==> src/shared/sad_pkg.sv <==
/*
  Constants for the system address decoder: region split, internal memory
  windows, fixed bases and sizes, interrupt source indices, clock gate mask.
  Assumes a 32-bit byte address and a 32-entry interrupt/clock-gate map.
*/
package sad_pkg;

  // ****************************************************************
  // address decode
  // ****************************************************************
  localparam int          REGION_MSB      = 31;
  localparam int          REGION_LSB      = 28;
  localparam logic [3:0]  REGION_INTERNAL = 4'h0;
  localparam logic [3:0]  REGION_EXT_LO   = 4'h1;
  localparam logic [3:0]  REGION_EXT_HI   = 4'h8;
  localparam logic [3:0]  REGION_PERIPH   = 4'hF;
  localparam int          WIN_MSB         = 27;
  localparam int          WIN_LSB         = 20;
  localparam logic [7:0]  WIN_ALIAS       = 8'h00;
  localparam logic [7:0]  WIN_ROM         = 8'h01;
  localparam logic [7:0]  WIN_SRAM        = 8'h02;
  localparam logic [7:0]  WIN_USB_HOST    = 8'h03;
  localparam logic [31:0] ROM_BASE        = 32'h0010_0000;
  localparam logic [31:0] SRAM_BASE       = 32'h0020_0000;
  localparam logic [19:0] ROM_SIZE        = 20'h2_0000;
  localparam logic [19:0] SRAM_SIZE       = 20'h0_4000;

  // ****************************************************************
  // interrupt source / clock gate indices
  // ****************************************************************
  localparam int          IDX_FAST        = 0;
  localparam int          IDX_SYSTEM      = 1;
  localparam int          IDX_PARALLEL_IO = 2;
  localparam int          IDX_SERIAL      = 6;
  localparam int          IDX_CARD        = 10;
  localparam int          IDX_USB_DEVICE  = 11;
  localparam int          IDX_TWO_WIRE    = 12;
  localparam int          IDX_SPI         = 13;
  localparam int          IDX_SYNC_SERIAL = 14;
  localparam int          IDX_TIMER       = 17;
  localparam int          IDX_USB_HOST    = 23;
  localparam int          IDX_ETHERNET    = 24;
  localparam int          IDX_EXTERNAL    = 25;
  localparam logic [31:0] NO_GATE_MASK    = 32'hFE00_0003;

  // ****************************************************************
  // reset values
  // ****************************************************************
  localparam logic        REMAP_RST       = 1'b0;

  typedef enum logic [2:0] {
    TGT_NONE   = 3'b000,
    TGT_EXT    = 3'b001,
    TGT_ROM    = 3'b010,
    TGT_SRAM   = 3'b011,
    TGT_USB    = 3'b100,
    TGT_PERIPH = 3'b101,
    TGT_ABORT  = 3'b110
  } sad_target_e;

endpackage : sad_pkg

==> src/design/sad_decoder.sv <==
/*
  System address decoder: one-cycle registered region/window decode with
  boot remap, plus the interrupt source and clock gate index map.
  Assumes request address and remap command come from logic on SYS_CLK;
  the boot select and external interrupt pins are asynchronous.
  Every output is a bit of one state register, so targets see clean,
  glitch-free selects; the price is one cycle of decode latency.
  RESETN is synchronous and folded into the next-state logic.
*/
`timescale 1ns/10ps
module sad_decoder (
  // clock and synchronous reset
  input  wire logic        SYS_CLK,
  input  wire logic        RESETN,
  // decode request, same clock
  input  wire logic        REQ_VALID,
  input  wire logic [31:0] REQ_ADDR,
  // boot map control; the select pin is asynchronous
  input  wire logic        REMAP_CMD,
  input  wire logic        BOOT_MEMORY_SELECT,
  // system interrupt lines, combined onto one index
  input  wire logic        MEM_CTRL_IRQ,
  input  wire logic        DEBUG_UNIT_IRQ,
  input  wire logic        SYS_TIMER_IRQ,
  input  wire logic        RTC_IRQ,
  input  wire logic        POWER_MGR_IRQ,
  // interrupt pins, synchronised before use
  input  wire logic        FAST_INTERRUPT,
  input  wire logic [6:0]  EXTERNAL_INTERRUPT,
  // peripheral interrupt lines, same clock
  input  wire logic [3:0]  PARALLEL_IO_IRQ,
  input  wire logic [3:0]  SERIAL_PORT_IRQ,
  input  wire logic        CARD_INTERFACE_IRQ,
  input  wire logic        USB_DEVICE_IRQ,
  input  wire logic        TWO_WIRE_IRQ,
  input  wire logic        SPI_IRQ,
  input  wire logic [2:0]  SYNC_SERIAL_IRQ,
  input  wire logic [5:0]  TIMER_CHANNEL_IRQ,
  input  wire logic        USB_HOST_IRQ,
  input  wire logic        ETHERNET_IRQ,
  // clock enable requests, one per index
  input  wire logic [31:0] CLOCK_GATE_REQ,
  // decode answer, one cycle after the request
  output logic             SEL_VALID,
  output logic [7:0]       EXT_CHIP_SELECT,
  output logic             ROM_SELECT,
  output logic             SRAM_SELECT,
  output logic             USB_HOST_SELECT,
  output logic             PERIPH_SELECT,
  output logic             ABORT,
  output logic [31:0]      TARGET_ADDR,
  // boot map state
  output logic             REMAP_STATE,
  output logic             BOOT_FROM_ROM,
  // interrupt and clock gate map
  output logic             COMBINED_SYSTEM_INTERRUPT,
  output logic [31:0]      INTERRUPT_SOURCES,
  output logic [31:0]      PERIPH_CLOCK_ENABLE
);

  // ****************************************************************
  // state
  // ****************************************************************
  typedef struct packed {
    // boot select and interrupt pin synchronisers and boot map
    logic        bms_s1;
    logic        bms_s2;
    logic        boot_rom;
    logic        remap;
    logic [7:0]  ext_s1;
    logic [7:0]  ext_s2;
    // decode answer
    logic        sel_valid;
    logic [7:0]  ext_cs;
    logic        rom_sel;
    logic        sram_sel;
    logic        usb_sel;
    logic        periph_sel;
    logic        abort;
    logic [31:0] target_addr;
    // interrupt and clock gate map
    logic        sys_irq;
    logic [31:0] irq_src;
    logic [31:0] clk_en;
  } sad_state_s;

  // state register and its next value
  sad_state_s           s_r;
  sad_state_s           s_nxt;
  // decode results, settled before the clock edge
  sad_pkg::sad_target_e tgt;
  logic [3:0]           region;
  logic [7:0]           window;
  logic [19:0]          win_off;
  logic [31:0]          mapped;
  // interrupt index map before the output register
  logic [31:0]          src;

  // ****************************************************************
  // address decode
  // ****************************************************************

  // first stage by region, second stage by 1 MB window inside region 0;
  // region 0 is the only one whose answer depends on state (remap, boot)
  always_comb begin
    region  = REQ_ADDR[sad_pkg::REGION_MSB:sad_pkg::REGION_LSB];
    window  = REQ_ADDR[sad_pkg::WIN_MSB:sad_pkg::WIN_LSB];
    win_off = REQ_ADDR[sad_pkg::WIN_LSB-1:0];
    tgt     = sad_sysdec_none();
    mapped  = REQ_ADDR;
    if (region == sad_pkg::REGION_INTERNAL) begin
      case (window)
        sad_pkg::WIN_ALIAS: begin
          // zero alias follows the remap flag: SRAM after; before, boot ROM if boot_rom is set, else abort
          if (s_r.remap) begin
            tgt    = (win_off < sad_pkg::SRAM_SIZE) ? sad_pkg::TGT_SRAM
                                                     : sad_pkg::TGT_ABORT;
            mapped = sad_pkg::SRAM_BASE | {12'h000, win_off};
          end else if (s_r.boot_rom) begin
            tgt    = (win_off < sad_pkg::ROM_SIZE) ? sad_pkg::TGT_ROM
                                                    : sad_pkg::TGT_ABORT;
            mapped = sad_pkg::ROM_BASE | {12'h000, win_off};
          end else begin
            tgt    = sad_pkg::TGT_ABORT;
          end
        end
        // fixed windows answer whatever the remap state
        sad_pkg::WIN_ROM: begin
          tgt = (win_off < sad_pkg::ROM_SIZE) ? sad_pkg::TGT_ROM
                                               : sad_pkg::TGT_ABORT;
        end
        sad_pkg::WIN_SRAM: begin
          tgt = (win_off < sad_pkg::SRAM_SIZE) ? sad_pkg::TGT_SRAM
                                                : sad_pkg::TGT_ABORT;
        end
        sad_pkg::WIN_USB_HOST: begin
          tgt = sad_pkg::TGT_USB;
        end
        // unused windows inside region 0
        default: begin
          tgt = sad_pkg::TGT_ABORT;
        end
      endcase
    end else if (region >= sad_pkg::REGION_EXT_LO && region <= sad_pkg::REGION_EXT_HI) begin
      // chip select number is picked when the answer is registered
      tgt = sad_pkg::TGT_EXT;
    end else if (region == sad_pkg::REGION_PERIPH) begin
      tgt = sad_pkg::TGT_PERIPH;
    end else begin
      // unused regions: the master gets an abort, no target is woken
      tgt = sad_pkg::TGT_ABORT;
    end
  end

  // idle target, kept as a function so the default reads in one place;
  // every decode branch overwrites it, so it never reaches the selects
  function automatic sad_pkg::sad_target_e sad_sysdec_none();
    return sad_pkg::TGT_NONE;
  endfunction : sad_sysdec_none

  // ****************************************************************
  // interrupt source map
  // ****************************************************************

  // every index fixed in place; the same index also picks the clock gate;
  // pins arrive through the synchroniser, on-chip lines other than the registered system line are taken directly
  always_comb begin
    src                                 = 32'h0000_0000;
    // low indices: fast pin and the combined system line
    src[sad_pkg::IDX_FAST]              = s_r.ext_s2[0];
    src[sad_pkg::IDX_SYSTEM]            = s_r.sys_irq;
    // four parallel I/O banks and four serial ports
    for (int i = 0; i < 4; i++) begin
      src[sad_pkg::IDX_PARALLEL_IO + i] = PARALLEL_IO_IRQ[i];
      src[sad_pkg::IDX_SERIAL + i]      = SERIAL_PORT_IRQ[i];
    end
    // single on-chip peripherals, then the serial and timer banks
    src[sad_pkg::IDX_CARD]              = CARD_INTERFACE_IRQ;
    src[sad_pkg::IDX_USB_DEVICE]        = USB_DEVICE_IRQ;
    src[sad_pkg::IDX_TWO_WIRE]          = TWO_WIRE_IRQ;
    src[sad_pkg::IDX_SPI]               = SPI_IRQ;
    for (int i = 0; i < 3; i++) begin
      src[sad_pkg::IDX_SYNC_SERIAL + i] = SYNC_SERIAL_IRQ[i];
    end
    for (int i = 0; i < 6; i++) begin
      src[sad_pkg::IDX_TIMER + i]       = TIMER_CHANNEL_IRQ[i];
    end
    src[sad_pkg::IDX_USB_HOST]          = USB_HOST_IRQ;
    src[sad_pkg::IDX_ETHERNET]          = ETHERNET_IRQ;
    // top indices: the seven external pins, in order
    for (int i = 0; i < 7; i++) begin
      src[sad_pkg::IDX_EXTERNAL + i]    = s_r.ext_s2[i+1];
    end
  end

  // ****************************************************************
  // next state
  // ****************************************************************

  // decode results last one cycle; an idle cycle clears every select
  // so a target never sees a stale select from an earlier request
  always_comb begin
    s_nxt           = s_r;
    // synchronisers shift every cycle, reset or not
    s_nxt.bms_s1    = BOOT_MEMORY_SELECT;
    s_nxt.bms_s2    = s_r.bms_s1;
    s_nxt.ext_s1    = {EXTERNAL_INTERRUPT, FAST_INTERRUPT};
    s_nxt.ext_s2    = s_r.ext_s1;

    // answers default to idle; a taken request sets exactly one
    s_nxt.sel_valid = REQ_VALID;
    s_nxt.ext_cs    = 8'h00;
    s_nxt.rom_sel   = 1'b0;
    s_nxt.sram_sel  = 1'b0;
    s_nxt.usb_sel   = 1'b0;
    s_nxt.periph_sel = 1'b0;
    s_nxt.abort     = 1'b0;
    if (REQ_VALID) begin
      s_nxt.target_addr = mapped;
      case (tgt)
        sad_pkg::TGT_EXT: begin
          // region n drives chip select n-1
          s_nxt.ext_cs = 8'h01 << (region - sad_pkg::REGION_EXT_LO);
        end
        sad_pkg::TGT_ROM: begin
          s_nxt.rom_sel = 1'b1;
        end
        sad_pkg::TGT_SRAM: begin
          s_nxt.sram_sel = 1'b1;
        end
        sad_pkg::TGT_USB: begin
          s_nxt.usb_sel = 1'b1;
        end
        sad_pkg::TGT_PERIPH: begin
          s_nxt.periph_sel = 1'b1;
        end
        sad_pkg::TGT_ABORT: begin
          s_nxt.abort = 1'b1;
        end
        default: begin
          s_nxt.abort = 1'b0;
        end
      endcase
    end
    // remap is one way until the next reset; the request in the same
    // cycle still decodes with the old map
    if (REMAP_CMD) begin
      s_nxt.remap = 1'b1;
    end
    // system interrupt is registered once so the output stays a flop;
    // index 1 therefore lags the combined line by one more cycle
    s_nxt.sys_irq = MEM_CTRL_IRQ | DEBUG_UNIT_IRQ | SYS_TIMER_IRQ
                    | RTC_IRQ | POWER_MGR_IRQ;
    s_nxt.irq_src = src;
    // gate control for ungated indices is forced off
    s_nxt.clk_en  = CLOCK_GATE_REQ & ~sad_pkg::NO_GATE_MASK;
    // reset wins over every request and command taken on the same edge;
    // the boot choice keeps following the pin until reset is released
    if (!RESETN) begin
      s_nxt.remap       = sad_pkg::REMAP_RST;
      // boot select is caught from the synchroniser while reset is held
      s_nxt.boot_rom    = s_r.bms_s2;
      s_nxt.sel_valid   = 1'b0;
      s_nxt.ext_cs      = 8'h00;
      s_nxt.rom_sel     = 1'b0;
      s_nxt.sram_sel    = 1'b0;
      s_nxt.usb_sel     = 1'b0;
      s_nxt.periph_sel  = 1'b0;
      s_nxt.abort       = 1'b0;
      s_nxt.target_addr = 32'h0000_0000;
      s_nxt.sys_irq     = 1'b0;
      s_nxt.irq_src     = 32'h0000_0000;
      s_nxt.clk_en      = 32'h0000_0000;
    end
  end

  // ****************************************************************
  // registers and outputs
  // ****************************************************************

  // single synchronous state register; reset lives in s_nxt, so no flop
  // needs a reset pin and every flop sees the same clean clock edge
  always_ff @(posedge SYS_CLK) begin
    s_r <= s_nxt;
  end

  // decode answer
  assign SEL_VALID                 = s_r.sel_valid;
  assign EXT_CHIP_SELECT           = s_r.ext_cs;
  assign ROM_SELECT                = s_r.rom_sel;
  assign SRAM_SELECT               = s_r.sram_sel;
  assign USB_HOST_SELECT           = s_r.usb_sel;
  assign PERIPH_SELECT             = s_r.periph_sel;
  assign ABORT                     = s_r.abort;
  assign TARGET_ADDR               = s_r.target_addr;

  // boot map state
  assign REMAP_STATE               = s_r.remap;
  assign BOOT_FROM_ROM             = s_r.boot_rom;

  // interrupt and clock gate map
  assign COMBINED_SYSTEM_INTERRUPT = s_r.sys_irq;
  assign INTERRUPT_SOURCES         = s_r.irq_src;
  assign PERIPH_CLOCK_ENABLE       = s_r.clk_en;

endmodule : sad_decoder

==> config.mk <==
export PLATFORM = sky130hd
export DESIGN_NAME = sad_decoder
export DESIGN_NICKNAME = d
export VERILOG_FILES = /design/src/shared/sad_pkg.sv /design/src/design/sad_decoder.sv
export SDC_FILE = /design/constraint.sdc
export NUM_CORES = 1
export LEC_CHECK = 0
export BUFFER_PORTS_ARGS = -buffer_cell sky130_fd_sc_hd__buf_2
export CAP_MARGIN = 20
export CORE_ASPECT_RATIO = 0.7
export CORE_MARGIN = 1
export CORE_UTILIZATION = 45
export CTS_BUF_LIST = sky130_fd_sc_hd__clkbuf_16
export DETAILED_ROUTE_END_ITERATION = 8
export PLACE_DENSITY = 0.8
export SYNTH_ARGS = -nofsm -noshare
export SYNTH_HDL_FRONTEND = slang
export SYNTH_SLANG_ARGS = --single-unit
==> constraint.sdc <==
create_clock -name SYS_CLK -period 2.65 [get_ports SYS_CLK]
set_clock_uncertainty 0.2 [all_clocks]
set_input_delay 0.3975 -clock SYS_CLK [delete_from_list [all_inputs] [get_ports SYS_CLK]]
set_output_delay 0.3975 -clock SYS_CLK [all_outputs]
set_load 0.01 [all_outputs]
==> flow_metrics.py <==
metrics = {
    "global_route": {
        "grt_pass1_wl_um": 14800,
        "antenna_found_initial": 0,
        "grt_usage": 0.190,
        "grt_pass1_vias": 3060,
        "overflow": 0,
        "grt_max_degree": 53,
    },
    "run": {
        "cap_viol_max_count": 0,
    },
    "setup_path": {
        "start_kind": "input pin",
        "path_cells": "buf_2, or4_4, nor4_1, nor3b_2, a221oi_1, and3b_1",
        "crit_buf_inv": 1,
        "endpoint_kind": "register",
        "critPathArrivalTime_ps": 2110,
        "slowest_stage": "or4_4",
        "crit_cells": 6,
        "cp_max_fo": 4,
        "worstSetupPathType": "input pin to register",
        "reg2regPathDepth": 5,
        "slowest_delay_ps": 550,
        "required_ps": 2740,
        "path_delay_family": "simple AND/OR/NAND/NOR gates",
    },
    "drt": {
        "final_antenna_net_count": 0,
        "dr.first_iter.drc_count": 106,
        "drc": 0,
        "viasPerCell": 4.27,
        "drt_first_pass_iters": 4,
        "wl_per_cell_um": 13.1,
        "maxUsedRoutingLayer": "met4",
        "dr_total_vias": 3034,
        "wl_um": 9320,
        "dr_wl_met2_um": 4590,
        "met1_length_um": 3940,
        "wl_met3_um": 733,
    },
    "place": {
        "pre_cts_ws_ps": 249,
        "dp_cells": 637,
        "place_congestion": 0.702,
        "postPlaceCellArea_um2": 4780,
        "dp_hpwl_um": 6570,
        "numPortBuffers": 199,
    },
    "synthesis": {
        "avgSynthCellArea_um2": 10.5,
        "synth_area_um2": 4420,
        "synth_cells": 422,
        "synth_cell_types": 34,
        "async_flop_share": 0,
        "synth_edf_count": 1,
        "synthTopCellsByArea": "dfxtp_1 55%, buf_4 18%, and2_1 7.8%",
        "synthFlopType": "dfxtp_1",
        "yosysWarnings": 0,
        "synth_area_leader_cell": "dfxtp_1",
        "synth_seq_cells": 122,
        "synth-seq-area-share": 0.555,
        "synth_top_area_frac": 0.548,
    },
    "clock_tree": {
        "cts_tree": "done",
        "clock-sinks": 122,
        "root_buffer": "clkbuf_16",
        "clk_pin_slew_ps": 50,
        "h-tree-depth": 4,
        "clock_path_buffers": 2,
        "clock_latency_ps": 400,
        "cts_resized": 0,
        "hold_buffers": 40,
        "cts_setup_buffers": 0,
        "cts_buffers": 17,
    },
    "timing": {
        "timing.final.crit_share": 0.762,
        "slew_headroom": 0.640,
        "fin_ws_ps": 630,
        "tightest_slew_ps": 540,
        "setup-tns-final_ps": 0,
        "rsz0062_at_grt": "no",
        "finalHoldViolations": 0,
        "setup_viol": 0,
        "min_period_ps": 2020,
        "fmax_mhz": 495,
        "drv_slew": 0,
    },
    "finish": {
        "n_antenna_cell": 0,
        "syn2layout_area_growth_pct": 29.7,
        "design_area_um2": 5730,
        "drive_gt1_frac": 0.401,
        "final_cell_mix": "199 x buf_2, 121 x dfxtp_1, 55 x and2_1",
        "fillCellCount": 796,
        "final_common_cell": "buf_2",
        "fin_util": 0.617,
        "nets": 678,
        "final_cells": 710,
    },
    "floorplan": {
        "initial_core_util": 0.476,
        "die_y_um": 84.9,
        "fp.dieArea_um2": 10200,
        "die_x_um": 120,
        "rows": 29,
        "num_io_pins": 218,
        "coreArea_um2": 9290,
    },
    "worst_hold_path": {
        "whs_path_depth": 2,
        "hold_class": "input pin to register",
    },
    "pwr": {
        "power_density_nw_per_um2": 768,
        "p_leak_nw": 2.88,
        "peakVddDrop_mv": 0.458,
    },
    "run_status": {
        "run_status": "finished, final reports clean",
    },
}
-- cells by family (layout without fill, tap and decap cells) --
group	Yosys count	after routing	share of synthesized area
other	1	9	0.000849
AND/OR/NAND/NOR	131	131	0.162
flip-flops	122	122	0.555
multiplexers	30	30	0.0680
AO/OA/AOI/OAI	15	15	0.0215
buffers and inverters	123	279	0.193
-- routing by layer --
metal	track usage	vias to the layer above
met2	0.330	126
met4	0.0539	0
met3	0.0820	6
li1	-	1545
met1	0.214	1357
met5	0	-
-- per-stage QoR --
step                      total power [mW]  hold WS [ps]
after global routing                  4.60         0.226
after CTS                             4.46        0.0832
after detailed placement              2.35           112
after global placement                2.33           110
after floorplan                       2.27           110
final                                 4.40          14.9
-- final timing paths --
kind	from	endpoint	slack, ps
setup / recovery	REQ_ADDR[22]	ROM_SELECT	630
hold / removal	CLOCK_GATE_REQ[5]	PERIPH_CLOCK_ENABLE[5]	10
setup reg to reg	REMAP_STATE	ROM_SELECT	1010
hold reg to reg	s_nxt[115]	s_r[115]	120
-- sequential cells by signal (all words and copies together) (netlist names) --
name and cells:
BOOT_FROM_ROM 1, TARGET_ADDR 32, s_r 9, EXT_CHIP_SELECT 8
REMAP_STATE 1, SRAM_SELECT 1, SEL_VALID 1, COMBINED_SYSTEM_INTERRUPT 1
INTERRUPT_SOURCES 32, PERIPH_CLOCK_ENABLE 23, PERIPH_SELECT 1, USB_HOST_SELECT 1
s_nxt 9, ROM_SELECT 1, ABORT 1
-- worst reg2reg max path: stages, from the launching register on --
cell and delay [ps]:
dfxtp_1 430, inv_1 100, a31oi_1 190, o211ai_1 140, a32o_1 290, and3b_1 180
-- where the power goes --
group          total [mW]  internal [mW]  switching [mW]
Combinational       0.392          0.203           0.189
Clock                2.04           1.27           0.779
Sequential           1.97           1.93          0.0319
-- final cells by class --
class / instances / area (µm²) / area share
clock inverter: 15 / 110 / 0.0192
timing repair buffer: 243 / 1430 / 0.249
inverter: 4 / 15.0 / 0.00262
clock buffer: 17 / 425 / 0.0742
multi-input combinational: 185 / 1140 / 0.200
tap: 124 / 155 / 0.0271
sequential: 122 / 2450 / 0.428
-- cells in the mapped netlist, drive strengths merged (2+ instances only) --
| library cell | number |
|---|---|
| mux2i | 30 |
| inv | 4 |
| a31oi | 2 |
| nand2b | 3 |
| buf | 106 |
| nor2 | 43 |
| nor3 | 6 |
| and2 | 55 |
| or4 | 2 |
| o21ai | 4 |
| nor4 | 5 |
| dfxtp | 121 |
| clkbuf | 13 |
| a21oi | 5 |
| nand2 | 7 |
Power figures use the tool's default switching activity.
